<file path="src/eip_pkg.sv">
// constants and types shared by the external interrupt and priority block
package eip_pkg;
    // source count and indices, fixed arbitration order: lowest index first
    localparam int unsigned EIP_NSRC      = 4;
    localparam logic [1:0]  EIP_SRC_A     = 2'h0;    // ext_line_a
    localparam logic [1:0]  EIP_SRC_B     = 2'h1;    // ext_line_b
    // register byte offsets on the apb bus
    localparam logic [7:0]  EIP_OFF_ENABLE = 8'h00;  // source and global enables
    localparam logic [7:0]  EIP_OFF_TCTRL  = 8'h04;  // timer_ctrl_reg view
    localparam logic [7:0]  EIP_OFF_POL    = 8'h08;  // polarity bits
    localparam logic [7:0]  EIP_OFF_PRIO   = 8'h0C;  // priority select bits
    localparam logic [7:0]  EIP_OFF_STATUS = 8'h10;  // service state, read only
    localparam logic [7:0]  EIP_OFF_ISTAT  = 8'h14;  // sticky events, write one clears
    localparam logic [7:0]  EIP_OFF_IMASK  = 8'h18;  // event mask
    // field positions
    localparam int unsigned EIP_EN_GLOBAL  = 7;      // global enable in enable reg
    localparam int unsigned EIP_TC_A_KIND  = 0;      // ext_a_trigger_kind
    localparam int unsigned EIP_TC_A_PEND  = 1;      // ext_a_pending
    localparam int unsigned EIP_TC_B_KIND  = 2;      // ext_b_trigger_kind
    localparam int unsigned EIP_TC_B_PEND  = 3;      // ext_b_pending
    localparam int unsigned EIP_EV_CALL    = 0;      // a vectored call completed
    localparam int unsigned EIP_EV_PREEMPT = 1;      // high level preempted low
    localparam int unsigned EIP_EV_EDGE_A  = 2;      // edge seen on line a
    localparam int unsigned EIP_EV_EDGE_B  = 3;      // edge seen on line b
    // reset values
    localparam logic [7:0]  EIP_RST_ENABLE = 8'h00;
    localparam logic [1:0]  EIP_RST_KIND   = 2'h0;   // level sensitive
    localparam logic [1:0]  EIP_RST_POL    = 2'h0;   // active low
    localparam logic [3:0]  EIP_RST_PRIO   = 4'h0;   // all low priority
    localparam logic [3:0]  EIP_RST_MASK   = 4'h0;
    // timing counts in system clock cycles
    localparam logic [2:0]  EIP_DETECT_CYC = 3'h1;   // detect cycle
    localparam logic [2:0]  EIP_CALL_CYC   = 3'h5;   // long_call duration
    // core side handshake
    typedef struct packed {
        logic insn_done;   // pulse: an ordinary instruction just completed
        logic return_from_interrupt_done;   // pulse: return_from_interrupt just completed
        logic stall;       // level: core stalled (flash or xdata_move fifo)
    } eip_core_in_t;
    typedef struct packed {
        logic       call;  // pulse: long_call to the service routine finished
        logic       level; // priority of the vectored source, 1 = high
        logic [1:0] vec;   // vectored source index
    } eip_call_t;
    typedef enum logic [1:0] {EIP_IDLE, EIP_CALL} eip_state_t;
endpackage

</file>
<file path="src/eip_ctrl.sv">
// external interrupt lines, pending flags, two level priority and call sequencing
//
// Implementation choices: the APB register port and the address map.
`timescale 1ns/100ps
`default_nettype none
module eip_ctrl
    import eip_pkg::*;
(
    input  wire logic         clk_sys,   // system clock, 125 MHz
    input  wire logic         srst,      // synchronous reset, active high
    input  wire logic         ext_line_a,// external pin, asynchronous
    input  wire logic         ext_line_b,// external pin, asynchronous
    input  wire logic [1:0]   src_req,   // on-chip requests, same clock
    input  wire eip_core_in_t core_in,   // core instruction boundaries
    output eip_call_t         call_out,  // vectored call to the core
    output logic              call_busy, // core held while long_call runs
    input  wire logic         psel,      // apb select
    input  wire logic         penable,   // apb enable
    input  wire logic         pwrite,    // apb direction
    input  wire logic [7:0]   paddr,     // apb byte address
    input  wire logic [31:0]  pwdata,    // apb write data
    output logic [31:0]       prdata,    // apb read data
    output logic              pready,    // apb ready
    output logic              pslverr,   // apb error, unmapped address
    output logic              irq        // level interrupt, unmasked events
);
    // active level of a line given its polarity bit
    function automatic logic line_active(input logic pol, input logic val);
        line_active = pol ? val : ~val;
    endfunction

    // lowest set bit wins, the fixed order among equals
    function automatic logic [1:0] first_idx(input logic [3:0] v);
        first_idx = v[0] ? 2'h0 : v[1] ? 2'h1 : v[2] ? 2'h2 : 2'h3;
    endfunction

    // software registers
    logic [7:0]  en_reg;          // source enables and global enable
    logic [1:0]  trig_kind;       // ext_a/ext_b_trigger_kind, 1 = edge
    logic [1:0]  ext_pol;         // ext_a/ext_b_polarity, 1 = active high
    logic [3:0]  prio;            // priority_select bits, 1 = high
    logic [3:0]  istat;           // sticky events
    logic [3:0]  imask;           // event mask
    // service state
    eip_state_t  state;           // idle or calling
    logic [2:0]  cnt;             // long_call cycles left
    logic        in_hi;           // high level routine running
    logic        in_lo;           // low level routine running
    logic [1:0]  pend;            // ext_a/ext_b_pending
    logic [1:0]  edge_seen;       // edge detected this cycle
    logic [1:0]  act_now;         // line active, synchronised
    // winner latched at the detect cycle
    logic [1:0]  win_q;           // source being vectored
    logic        lvl_q;           // its priority

    // apb decode
    wire         acc_phase = psel & penable;
    wire         wr_hit    = acc_phase & pready & pwrite;
    wire         wr_en     = wr_hit & (paddr == EIP_OFF_ENABLE);
    wire         wr_tc     = wr_hit & (paddr == EIP_OFF_TCTRL);
    wire         wr_pol    = wr_hit & (paddr == EIP_OFF_POL);
    wire         wr_prio   = wr_hit & (paddr == EIP_OFF_PRIO);
    wire         wr_istat  = wr_hit & (paddr == EIP_OFF_ISTAT);
    wire         wr_imask  = wr_hit & (paddr == EIP_OFF_IMASK);
    wire         mapped    = (paddr == EIP_OFF_ENABLE) | (paddr == EIP_OFF_TCTRL)
                           | (paddr == EIP_OFF_POL)    | (paddr == EIP_OFF_PRIO)
                           | (paddr == EIP_OFF_STATUS) | (paddr == EIP_OFF_ISTAT)
                           | (paddr == EIP_OFF_IMASK);
    // software clears an edge pending flag by writing zero to it
    wire [1:0]   sw_pend_clr = {2{wr_tc}} & ~{pwdata[EIP_TC_B_PEND], pwdata[EIP_TC_A_PEND]};

    // arbitration, evaluated every cycle
    wire [3:0]   src_pend = {src_req, pend};
    wire [3:0]   gated    = src_pend & en_reg[3:0]
                          & {4{en_reg[EIP_EN_GLOBAL]}};
    // a high request needs no high routine running; a low one needs none at all
    wire [3:0]   eligible = gated & (prio & {4{~in_hi}}
                          | ~prio & {4{~in_hi & ~in_lo}});
    wire [3:0]   hi_set   = eligible & prio;
    wire         win_lvl  = |hi_set;
    wire [1:0]   win_idx  = win_lvl ? first_idx(hi_set) : first_idx(eligible);
    // calls start only at an ordinary instruction boundary, never at the
    // return itself, so one instruction always follows a return first
    // a return flagged with a boundary in one cycle still never starts a call
    wire         take     = (state == EIP_IDLE) & (|eligible)
                          & core_in.insn_done & ~core_in.stall
                          & ~core_in.return_from_interrupt_done;
    wire         fire     = (state == EIP_CALL) & (cnt == EIP_DETECT_CYC)
                          & ~core_in.stall;
    wire [3:0]   ev_set   = {edge_seen[1], edge_seen[0],
                             take & win_lvl & in_lo, fire};
    wire [3:0]   next_istat = ev_set | (istat & ~({4{wr_istat}} & pwdata[3:0]));
    // mask as it stands after this edge, so irq never lags a mask write
    // by one cycle and tracks the unmasked status exactly
    wire [3:0]   next_imask = wr_imask ? pwdata[3:0] : imask;
    wire [31:0]  rd_mux   =
        (paddr == EIP_OFF_ENABLE) ? {24'h000000, en_reg} :
        (paddr == EIP_OFF_TCTRL)  ? {28'h0000000, pend[1], trig_kind[1],
                                     pend[0], trig_kind[0]} :
        (paddr == EIP_OFF_POL)    ? {30'h0, ext_pol} :
        (paddr == EIP_OFF_PRIO)   ? {28'h0000000, prio} :
        (paddr == EIP_OFF_STATUS) ? {26'h0, call_out.vec, call_busy,
                                     call_out.level, in_hi, in_lo} :
        (paddr == EIP_OFF_ISTAT)  ? {28'h0000000, istat} :
        (paddr == EIP_OFF_IMASK)  ? {28'h0000000, imask} : 32'h00000000;

    // per line: synchroniser, edge detect, pending flag
    genvar gi;
    generate
        for (gi = 0; gi < 2; gi++) begin : g_line
            logic s1;          // first stage, read only by s2
            logic s2;          // synchronised level
            logic s3;          // previous level for edge detect
            wire  pin     = (gi == 0) ? ext_line_a : ext_line_b;
            wire  act     = line_active(ext_pol[gi], s2);
            wire  act_q   = line_active(ext_pol[gi], s3);
            wire  edg     = act & ~act_q;
            wire  vec_clr = fire & (win_q == 2'(gi));
            // edge set beats any clear arriving in the same cycle
            wire  next_pend = trig_kind[gi] ? (edg | (pend[gi] & ~vec_clr
                                               & ~sw_pend_clr[gi]))
                                            : act;
            assign edge_seen[gi] = edg & trig_kind[gi];
            assign act_now[gi]   = act;
            // own pin sampled directly, nothing driven back onto it
            always_ff @(posedge clk_sys) begin
                s1 <= pin;
                s2 <= s1;
                s3 <= s2;
            end
            // pending flag register
            always_ff @(posedge clk_sys) begin
                if (srst) begin
                    pend[gi] <= 1'b0;
                end else begin
                    pend[gi] <= next_pend;
                end
            end
        end
    endgenerate

    // call sequencer: one detect cycle then five call cycles
    always_ff @(posedge clk_sys) begin
        if (srst) begin
            state <= EIP_IDLE;
            cnt   <= 3'h0;
            win_q <= 2'h0;
            lvl_q <= 1'b0;
        end else begin
            case (state)
                EIP_IDLE: begin
                    if (take) begin
                        state <= EIP_CALL;
                        cnt   <= EIP_CALL_CYC;
                        win_q <= win_idx;
                        lvl_q <= win_lvl;
                    end
                end
                EIP_CALL: begin
                    // a stall freezes the count, stretching the response
                    if (!core_in.stall) begin
                        cnt <= cnt - EIP_DETECT_CYC;
                    end
                    if (fire) begin
                        state <= EIP_IDLE;
                    end
                end
                default: begin
                    state <= EIP_IDLE;
                end
            endcase
        end
    end

    // levels in service: set on the call, innermost released on return
    always_ff @(posedge clk_sys) begin
        if (srst) begin
            in_hi <= 1'b0;
            in_lo <= 1'b0;
        end else if (fire) begin
            in_hi <= in_hi | lvl_q;
            in_lo <= in_lo | ~lvl_q;
        end else if (core_in.return_from_interrupt_done) begin
            in_hi <= 1'b0;
            in_lo <= in_hi & in_lo;
        end
    end

    // call outputs to the core
    always_ff @(posedge clk_sys) begin
        if (srst) begin
            call_out  <= '0;
            call_busy <= 1'b0;
        end else begin
            call_out.call <= fire;
            call_busy     <= take | ((state == EIP_CALL) & ~fire);
            if (take) begin
                call_out.vec   <= win_idx;
                call_out.level <= win_lvl;
            end
        end
    end

    // software registers, written at the apb access edge
    always_ff @(posedge clk_sys) begin
        if (srst) begin
            en_reg    <= EIP_RST_ENABLE;
            trig_kind <= EIP_RST_KIND;
            ext_pol   <= EIP_RST_POL;
            prio      <= EIP_RST_PRIO;
            imask     <= EIP_RST_MASK;
        end else begin
            if (wr_en)    en_reg    <= pwdata[7:0];
            if (wr_tc)    trig_kind <= {pwdata[EIP_TC_B_KIND], pwdata[EIP_TC_A_KIND]};
            if (wr_pol)   ext_pol   <= pwdata[1:0];
            if (wr_prio)  prio      <= pwdata[3:0];
            if (wr_imask) imask     <= pwdata[3:0];
        end
    end

    // sticky events and interrupt line; a new event wins over its clear
    always_ff @(posedge clk_sys) begin
        if (srst) begin
            istat <= 4'h0;
            irq   <= 1'b0;
        end else begin
            istat <= next_istat;
            irq   <= |(next_istat & next_imask);
        end
    end

    // apb slave: one wait state so read data comes from a flop
    always_ff @(posedge clk_sys) begin
        if (srst) begin
            pready  <= 1'b0;
            prdata  <= 32'h00000000;
            pslverr <= 1'b0;
        end else begin
            pready <= acc_phase & ~pready;
            if (acc_phase & ~pready) begin
                prdata  <= pwrite ? 32'h00000000 : rd_mux;
                pslverr <= ~mapped;
            end
        end
    end

    // checks
    a_min_response: assert property (@(posedge clk_sys) disable iff (srst)
        (take ##1 !core_in.stall [*5]) |=> call_out.call)
        else $error("call not finished six cycles after detect");
    a_stall_hold: assert property (@(posedge clk_sys) disable iff (srst)
        (state == EIP_CALL && core_in.stall) |=> (cnt == $past(cnt) && !call_out.call))
        else $error("call advanced during a stall");
    a_hi_no_preempt: assert property (@(posedge clk_sys) disable iff (srst)
        take |-> !in_hi)
        else $error("call taken while high routine runs");
    a_lo_blocked: assert property (@(posedge clk_sys) disable iff (srst)
        (take && !win_lvl) |-> !in_lo)
        else $error("low call taken while low routine runs");
    a_prio_first: assert property (@(posedge clk_sys) disable iff (srst)
        (take && |(gated & prio) && !in_hi) |-> prio[win_idx])
        else $error("low source won over high");
    a_boundary_only: assert property (@(posedge clk_sys) disable iff (srst)
        core_in.return_from_interrupt_done |-> !take)
        else $error("call taken at the return boundary");
    a_enable_gate: assert property (@(posedge clk_sys) disable iff (srst)
        take |-> (en_reg[EIP_EN_GLOBAL] && en_reg[win_idx]))
        else $error("disabled source vectored");
    a_level_follow: assert property (@(posedge clk_sys) disable iff (srst)
        (!trig_kind[0] && !$past(srst)) |=> (pend[0] == $past(act_now[0]) || trig_kind[0]))
        else $error("level pending does not follow line a");
    a_edge_clear: assert property (@(posedge clk_sys) disable iff (srst)
        (fire && !win_q[1] && trig_kind[win_q[0]] && !edge_seen[win_q[0]])
        |=> !pend[win_q[0]])
        else $error("edge pending not cleared on vector");
    a_busy_span: assert property (@(posedge clk_sys) disable iff (srst)
        (take ##1 !core_in.stall [*5]) |-> call_busy ##1 !call_busy)
        else $error("call busy window wrong");
    a_release_lvl: assert property (@(posedge clk_sys) disable iff (srst)
        (core_in.return_from_interrupt_done && !fire && in_hi) |=> !in_hi)
        else $error("high level not released on return");
    a_irq_level: assert property (@(posedge clk_sys) disable iff (srst)
        ##1 (irq == |(istat & imask)))
        else $error("irq differs from unmasked events");
    a_apb_wait: assert property (@(posedge clk_sys) disable iff (srst)
        (acc_phase && !pready) |=> pready)
        else $error("apb answer late");
endmodule
`default_nettype wire

</file>
<file path="config.mk">
export PLATFORM = sky130hd
export DESIGN_NAME = eip_ctrl
export DESIGN_NICKNAME = d
export VERILOG_FILES = /design/src/eip_pkg.sv /design/src/eip_ctrl.sv
export SDC_FILE = /design/constraint.sdc
export NUM_CORES = 1
export LEC_CHECK = 0
export BUFFER_PORTS_ARGS = -buffer_cell sky130_fd_sc_hd__buf_2
export CAP_MARGIN = 20
export CORE_MARGIN = 2
export CORE_UTILIZATION = 51
export DETAILED_ROUTE_END_ITERATION = 16
export PLACE_DENSITY_LB_ADDON = 0.1
export REMOVE_ABC_BUFFERS = 1
export SLEW_MARGIN = 20
export SYNTH_ARGS = -nofsm -noshare
export SYNTH_HDL_FRONTEND = slang
export SYNTH_SLANG_ARGS = --single-unit
</file>
<file path="constraint.sdc">
create_clock -name clk_sys -period 2.5 [get_ports clk_sys]
set_clock_uncertainty 0.1 [all_clocks]
set_input_delay 0.5 -clock clk_sys [delete_from_list [all_inputs] [get_ports clk_sys]]
set_output_delay 0.5 -clock clk_sys [all_outputs]
set_load 0.01 [all_outputs]
</file>
==> flow_summary.toml, run 1 <==
[route]
drtIter0Drc = 260
ant_nets = 0
via_per_inst = 5.550
routed_wl_um = 7071
dr_total_vias = 2614
post_drt_wl_per_cell_um = 15.01
firstDrtPassIters = 5
drc = 0

[sta]
period_needed_ns = 1.924
setup_ws_ns = 0.5760
setup_viol = 0
worstMarginPinSlew_ns = 0.5554
finalMaxSlewViolations = 0
finalCritPeriodShare_pct = 76.96
slew_headroom_pct = 62.45
hold_viol_final = 0
fmax_mhz = 519.7
rsz0062_at_grt = "false"
finalSetupTns_ns = 0

[power]
switching_power_uw = 462.3
internal-power_mw = 1.678
leakage_nw = 1.424
power_frac_comb_pct = 6.0
ir_drop_mv = 0.4281
power.density_mw_per_mm2 = 621.8
swShare_pct = 21.60
clockPowerShare_pct = 50.9
seqPwrFrac_pct = 43.2

[yosys]
ys_ff_latch = 57
syn_area_per_cell_um2 = 8.666
synth_cell_type_count = 62
synthCells = 340
synthTopCellsByArea = "dfxtp_1 (39%), buf_4 (6.1%), mux2i_1 (5.4%), nor2_1 (4.7%), a21oi_1 (3.9%)"
synth.most_common_cell = "dfxtp_1"
netlist_area_mm2 = 0.002947
synth_commonest_cells = "dfxtp_1 (57), nor2_1 (37), nand2_1 (25)"
synth_edf_count = 0
synth_top_area_share_pct = 38.73
async_flop_share_pct = 0
yosys_warnings = 0
yosysTopAreaCell = "dfxtp_1"
ys.flop_type = "dfxtp_1"
ys_seq_area_share_pct = 38.73

[placement]
routabilityCongestion = 0.9136
place_area_mm2 = 0.003188
port-buffer-count = 43
hpwl_um = 5323
place_ws_ns = 0.2743

[critical_path]
critPathCaptureType = "flip-flop"
critPathMaxFanout = 8
slowest_stage = "or4b_1"
critical_path_class = "in2reg"
critPathArrivalTime_ns = 2.02
slowest_delay_ns = 0.67
reg2reg_depth = 6
start_kind = "input port"
cp.required_ns = 2.60
cp_cell_sequence = "buf_2 -> or4b_1 -> o41ai_4 -> a22oi_1 -> o21bai_1 -> o311ai_1"

[global_routing]
grt_pass1_wl_um = 11640
grt-ovfl-total = 0
antenna_found_initial = 0
track_usage_pct = 24.17
grt_pass1_vias = 2415
grt_max_degree = 26

[layout]
antenna_cells = 0
fin_util_pct = 62.13
fin_area_mm2 = 0.003442
fin_nets = 448
syn2layout_area_growth_pct = 16.82
drive_gt1_share_pct = 20.80

[clock_tree]
cts_buffers = 9
clk_pin_slew_ns = 0.06
cts_resized = 0
clockBufferDepth = 2
ctsHoldBuffers = 0
cts_root_buf = "clkbuf_8"
htree_levels = 3
numClockSinks = 57
cts_tree = "built"
clk_latency_ns = 0.34
post-cts-setup-buffers = 0

[die]
die_area_mm2 = 0.006402
num_rows = 27
die_height_um = 80.01
start_util_pct = 53.18
io_pins = 92
coreArea_mm2 = 0.005540
die_x_um = 80.01

[min_path]
min_path_cells = 1
hold_class = "in2reg"

[run]
cap_violations = 0

[status]
status = "complete, no violations"
final timing paths:
check,startpoint,endpoint,slack [ns]
setup / recovery,paddr[3],irq,0.58
hold / removal,ext_line_b,g_line[1].s1,0.16
setup reg to reg,in_hi,cnt[1],0.59
hold reg to reg,g_line[1].s1,g_line[1].s2,0.23
through the flow:
step                      std cells  total power, mW  hold slack (ns)
after floorplan                 324           0.9925           0.2096
after global placement          455            1.068           0.2116
after detailed placement        455            1.069           0.2150
after CTS                       471            2.161           0.1453
after global routing            471            2.210           0.1528
final                           471            2.140           0.1600
per-layer routing:
metal	routed length (um)	GRT usage [%]
met1	3220	31.81
met3	560	3.846
met4	146	11.19
met5	0	0
met2	3143	38.67
layout make-up:
cell class | count | area [um^2]
Clock buffer | 12 | 155.1
Fill cell | 521 | 2098
Inverter | 12 | 45.04
Sequential cell | 57 | 1141
Timing Repair Buffer | 59 | 335.3
Multi-Input combinational cell | 255 | 1577
Clock inverter | 4 | 98.84
Tap cell | 72 | 90.09
critical path, delay by kind of cell:
| family | cells | cell delay (ns) |
|---|---|---|
| compound gates | 4 | 0.69 |
| simple gates | 1 | 0.67 |
| buf+inv | 1 | 0.15 |
power by group through the flow:
| stage | combinational [mW] | clock (mW) | sequential (mW) |
|---|---|---|---|
| 6_report | 0.128 | 1.09 | 0.924 |
| 3_5_place_dp | 0.125 | 0 | 0.944 |
| 3_3_place_gp | 0.125 | 0 | 0.943 |
| 2_1_floorplan | 0.0499 | 0 | 0.943 |
| 5_1_grt | 0.142 | 1.14 | 0.924 |
| 4_1_cts | 0.126 | 1.11 | 0.924 |
logic make-up (layout without fill, tap and decap cells):
group                    after synthesis  after routing  synth area share, %
AO/OA/AOI/OAI                         84             84                19.66
XOR/XNOR                               1              1               0.2973
adder cells (fa/ha/maj)                2              2               0.8491
buffers and inverters                 51             87                10.70
flip-flops                            57             57                38.73
multiplexers                          18             18                6.199
other                                  1             24               0.1273
AND/OR/NAND/NOR                      126            126                23.44
layout by cell type (no fill, tap or decap), types with 2 or more instances in the layout:
cell / n
a21o_1: 2
a21oi_1: 23
a221oi_1: 2
a22oi_1: 6
a31oi_1: 6
and3b_1: 4
buf_2: 43
buf_4: 16
bufinv_16: 3
clkbuf_8: 11
conb_1: 24
dfxtp_1: 57
ha_1: 2
inv_1: 12
mux2_2: 2
mux2i_1: 16
nand2_1: 25
nand2b_1: 9
nand3_1: 8
nand3b_1: 4
nand4_1: 6
nor2_1: 37
nor2b_1: 5
nor3_1: 6
nor3b_1: 3
nor4_1: 2
nor4b_1: 2
o21ai_0: 17
o2bb2ai_1: 5
o31a_1: 2
o31ai_1: 5
or4b_1: 2
Power figures use the tool's default switching activity.
==> run 2: changes to the inputs <==
- CORE_UTILIZATION: 51 -> 46
- clock period: 2.5 -> 1.65 ns (I/O delays scaled with it)
==> run 2 against run 1 <==
  * The run now ends with negative setup slack left
  * Worst setup slack got worse by 0.78 ns
  * Via count rose by 7.1%
  * Die area grew 10%
  * Wire length up 15%
  * Utilization is 0.80 points higher
  * Clock-buffer cell count fell by 1
  * Critical path depth unchanged
  * Non-clock buffer count rose by 48
  * Cell count up 11%
  * First-iteration DRC count is 47% lower
  * Total power rose by 45%
  * Clock power is 34% higher
  * Highest routed layer unchanged
==> flow_summary.toml, run 2 (synthesis results as in run 1) <==
[layout]
syn2layout_area_growth_pct = 34.06
drive_gt1_share_pct = 35.12
fin_nets = 496
nFillCells = 573
mostFrequentLayoutCells = "buf_4 (59), dfxtp_1 (53), buf_2 (43)"
final_common_cell = "buf_4"
antenna_cells = 0

[die]
io_pins = 92
die_height_um = 84.04
die_x_um = 84.04
num_rows = 29
start_util_pct = 46.94
die_area_mm2 = 0.007062
coreArea_mm2 = 0.006277

[critical_path]
cpMostUsedCell = "o31a_1"
cp_cell_sequence = "and2b_2 -> and3_4 -> o31a_1 -> buf_6 -> o31a_1 -> nor2_1"
critPathArrivalTime_ns = 2.03
cp_top_family = "compound AO/OA/AOI/OAI gates"
slowest_stage = "o31a_1"
critPathCaptureType = "flip-flop"
slowest_delay_ns = 0.38
critPathMaxFanout = 5
critical_path_class = "reg2reg"
crit_buf_inv = 1
start_kind = "flip-flop"
cp.required_ns = 1.82

[route]
met1_length_um = 3666
post_drt_wl_per_cell_um = 15.46
dr_total_vias = 2800
dr_wl_met2_um = 3762
drtIter0Drc = 137
top_layer = "met4"
dr_wl_met3_um = 495
via_per_inst = 5.344
drc = 0
routed_wl_um = 8100
firstDrtPassIters = 4
ant_nets = 0

[status]
status = "complete, but fails checks"
violations = "negative setup slack"

[sta]
finalMaxSlewViolations = 0
rsz0062_at_grt = "true"
finalCritPeriodShare_pct = 112.5
holdWs_ns = 0.1263
period_needed_ns = 1.856
worstMarginPinSlew_ns = 0.6656
setup_viol = 13
hold_viol_final = 0
fmax_mhz = 538.8
slew_headroom_pct = 55.63
setup_ws_ns = -0.2060

[clock_tree]
clockBufferDepth = 2
clk_latency_ns = 0.34
cts_tree = "built"
htree_levels = 3
numClockSinks = 57
cts_buffers = 9
cts_root_buf = "clkbuf_8"
clk_pin_slew_ns = 0.07

[global_routing]
grt-ovfl-total = 0
track_usage_pct = 22.81
antenna_found_initial = 0
grt_max_degree = 33
grt_pass1_wl_um = 12580
grt_pass1_vias = 2588

[power]
leakage_nw = 1.680
finalPower_mw = 3.097
ir_drop_mv = 0.5217
power.density_mw_per_mm2 = 784.1

[run]
cap_violations = 0

[placement]
port-buffer-count = 43
hpwl_um = 5923
routabilityCongestion = 0.8503

[min_path]
hold_class = "in2reg"
[run 2: worst paths after layout]
path | from | to | slack [ns] | cells after the start
worst max-delay path | in_hi | cnt[1] | -0.21 | 6
worst min-delay path | pwdata[6] | en_reg[6] | 0.13 | 3
worst max register to register | in_hi | cnt[1] | -0.21 | 6
worst min register to register | g_line[1].s1 | g_line[1].s2 | 0.23 | 0
[run 2: layer usage]
metal  global-route usage, %  vias up
met4                   8.651        0
li1                        -     1386
met3                   5.737       12
met5                       0        -
met1                   30.10     1309
met2                   35.79       93
[run 2: cell type report]
class | instances | area [um^2] | share of cell area (%)
Timing Repair Buffer | 107 | 711.9 | 18.02
Clock inverter | 5 | 78.83 | 1.996
Sequential cell | 57 | 1146 | 29.01
Inverter | 12 | 45.04 | 1.140
Tap cell | 77 | 96.34 | 2.439
Clock buffer | 11 | 141.4 | 3.579
Multi-Input combinational cell | 255 | 1730 | 43.81
[run 2: metrics by stage]
| step | setup TNS [ns] | setup slack [ns] | instance area, um^2 | cells | util [%] |
|---|---|---|---|---|---|
| 2_1_floorplan | -1.248 | -0.1486 | 2763 | 324 | - |
| 3_3_place_gp | -8.362 | -0.4174 | 3510 | 502 | 55.91 |
| 3_5_place_dp | -8.648 | -0.4501 | 3510 | 502 | 55.91 |
| 4_1_cts | -0.8968 | -0.1703 | 3786 | 520 | 60.31 |
| 5_1_grt | -2.201 | -0.2479 | 3950 | 524 | 62.93 |
| 6_report | -1.332 | -0.2060 | 3950 | 524 | 62.93 |
[run 2: where the power goes]
| group | internal [mW] | total, mW | switching, mW |
|---|---|---|---|
| Combinational | 0.0906 | 0.237 | 0.147 |
| Sequential | 1.39 | 1.40 | 0.00877 |
| Clock | 0.889 | 1.46 | 0.573 |
[run 2: what timing repair did]
item | in CTS | in global routing
buffers inserted | 1 | 4
endpoints found under the setup margin | 15 | 27
hold buffers | 2 | 0
resized for setup | 9 | 29
hold endpoints to repair | 2 | 0
pin swaps | 4 | 8
[run 2: tightest hold or removal path, cell delays in order]
cell     delay [ns]
buf_2          0.07
mux2i_1        0.05
nor2_1         0.07
==> run 3: changes to the inputs <==
- CELL_PAD_IN_SITES_DETAIL_PLACEMENT: unset -> 0
- CELL_PAD_IN_SITES_GLOBAL_PLACEMENT: unset -> 1
- CORE_UTILIZATION: 46 -> 34
==> run 3 against run 2 <==
  * Sequential cell count unchanged
  * Cell count increased by 6.5%
  * Fmax increased by 4.6%
  * The run still ends with negative setup slack left
  * Combinational power increased by 5%
  * Largest power group is now sequential cells
  * Worst setup slack improved by 0.081 ns
  * Largest cell class unchanged
  * Clock power decreased by 11%
  * Final area decreased by 0.32%
==> flow_summary.toml, run 3 (synthesis results as in run 1) <==
[route]
drtIter0Drc = 121
drc = 0
dr_wl_met2_um = 3819
dr_wl_met3_um = 434
post_drt_wl_per_cell_um = 15.57
routed_wl_um = 8688
top_layer = "met4"
firstDrtPassIters = 4
ant_nets = 0
met1_length_um = 4353
dr_total_vias = 2753
via_per_inst = 4.934

[power]
leakage_nw = 1.675
finalPower_mw = 2.952
switching_power_uw = 726.7
power_frac_comb_pct = 8.5
power.density_mw_per_mm2 = 749.6
internal-power_mw = 2.225
clockPowerShare_pct = 44.2
swShare_pct = 24.62
seqPwrFrac_pct = 47.4
ir_drop_mv = 0.4179

[critical_path]
critical_path_class = "reg2reg"
cp_cell_sequence = "and4b_1 -> o2bb2ai_2 -> o31a_1 -> buf_6 -> o31a_1 -> nor2_1"
start_kind = "flip-flop"
cpMostUsedCell = "o31a_1"
critPathArrivalTime_ns = 1.95
slowest_delay_ns = 0.37
cp.required_ns = 1.83
critPathCaptureType = "flip-flop"
slowest_stage = "o31a_1"
critPathMaxFanout = 5

[run]
cap_violations = 0

[sta]
finalSetupTns_ns = -0.8039
worstMarginPinSlew_ns = 0.6259
slew_headroom_pct = 58.27
hold_viol_final = 0
setup_ws_ns = -0.1252
rsz0062_at_grt = "true"
finalMaxSlewViolations = 0
setup_viol = 11
fmax_mhz = 563.3
finalCritPeriodShare_pct = 107.6
period_needed_ns = 1.775

[global_routing]
grt-ovfl-total = 0
grt_pass1_wl_um = 14200
antenna_found_initial = 0
track_usage_pct = 19.11
grt_pass1_vias = 2696
grt_max_degree = 30

[min_path]
hold_class = "in2reg"

[layout]
syn2layout_area_growth_pct = 33.63
area.sequential_mm2 = 0.001144
fin_nets = 502
multi_input_area_mm2 = 0.001668
fin_area_mm2 = 0.003938
final_common_cell = "buf_4"
antenna_cells = 0
nFillCells = 852
drive_gt1_share_pct = 33.11
mostFrequentLayoutCells = "buf_4 (64), dfxtp_1 (55), buf_2 (43)"

[placement]
place_area_mm2 = 0.003620
routabilityCongestion = 0.8500
hpwl_um = 6668
place_ws_ns = -0.4592
port-buffer-count = 43

[status]
violations = "negative setup slack"
status = "complete, but fails checks"

[die]
die_height_um = 97.10
die_x_um = 97.10
coreArea_mm2 = 0.008299
num_rows = 33
die_area_mm2 = 0.009427
io_pins = 92
start_util_pct = 35.50

[clock_tree]
htree_levels = 3
cts_root_buf = "clkbuf_8"
clockBufferDepth = 2
clk_latency_ns = 0.33
cts_buffers = 9
clk_pin_slew_ns = 0.07
cts_tree = "built"
numClockSinks = 57
## run 3: cell types whose count changed in the layout (fill, tap and decap cells not counted), sizes merged
cell	delta
buf	+6
clkbuf	+2
bufinv	-1
clkinv	-1
## run 3: layout make-up
type | instances | share of cell area [%]
multi-input cells | 255 | 42.36
flip-flops and latches | 57 | 29.04
repair buffers | 113 | 19.32
clock buffers | 13 | 3.781
well taps | 105 | 3.337
inverters | 12 | 1.144
clock inverters | 3 | 1.017
## run 3: metal layers
metal / GRT usage, % / up-vias
met5: 0 / -
met4: 4.442 / 0
met3: 4.317 / 8
met2: 28.79 / 67
met1: 27.80 / 1285
li1: - / 1393
## run 3: worst paths after layout
kind / cells past startpoint / start / slack (ns) / end
max: 6 / in_hi / -0.13 / cnt[1]
min: 3 / pwdata[6] / 0.13 / en_reg[6]
max reg2reg: 6 / in_hi / -0.13 / cnt[1]
min reg2reg: 0 / g_line[1].s1 / 0.23 / g_line[1].s2
## run 3: per-stage QoR
stage          std cells  util [%]  hold WS (ns)
6_report             558     47.44        0.1260
4_1_cts              559     46.89        0.1207
2_1_floorplan        324         -        0.2096
5_1_grt              558     47.44        0.1471
3_5_place_dp         540     43.62        0.2132
3_3_place_gp         540     43.62        0.2106
## run 3: timing repair
| action | CTS | global route |
|---|---|---|
| setup endpoints to repair | 18 | 22 |
| hold buffers | 2 | 0 |
| setup buffers | 2 | 0 |
| endpoints found under the hold margin | 2 | 0 |
| gates resized for setup | 15 | 13 |
| pin swaps | 4 | 7 |
## run 3: power by group through the flow
stage               combinational [mW]  sequential [mW]  clock [mW]
global placement                 0.236             1.43           0
global route                     0.274             1.40        1.42
floorplan                       0.0755             1.43           0
CTS                              0.245             1.40        1.34
finish                           0.250             1.40        1.30
detailed placement               0.237             1.43           0
## run 3: critical path: cells and delay by family, from the launching register on
family	cells	cell delay, ns
compound gates	3	0.78
flops	1	0.36
simple gates	2	0.32
buf+inv	1	0.16
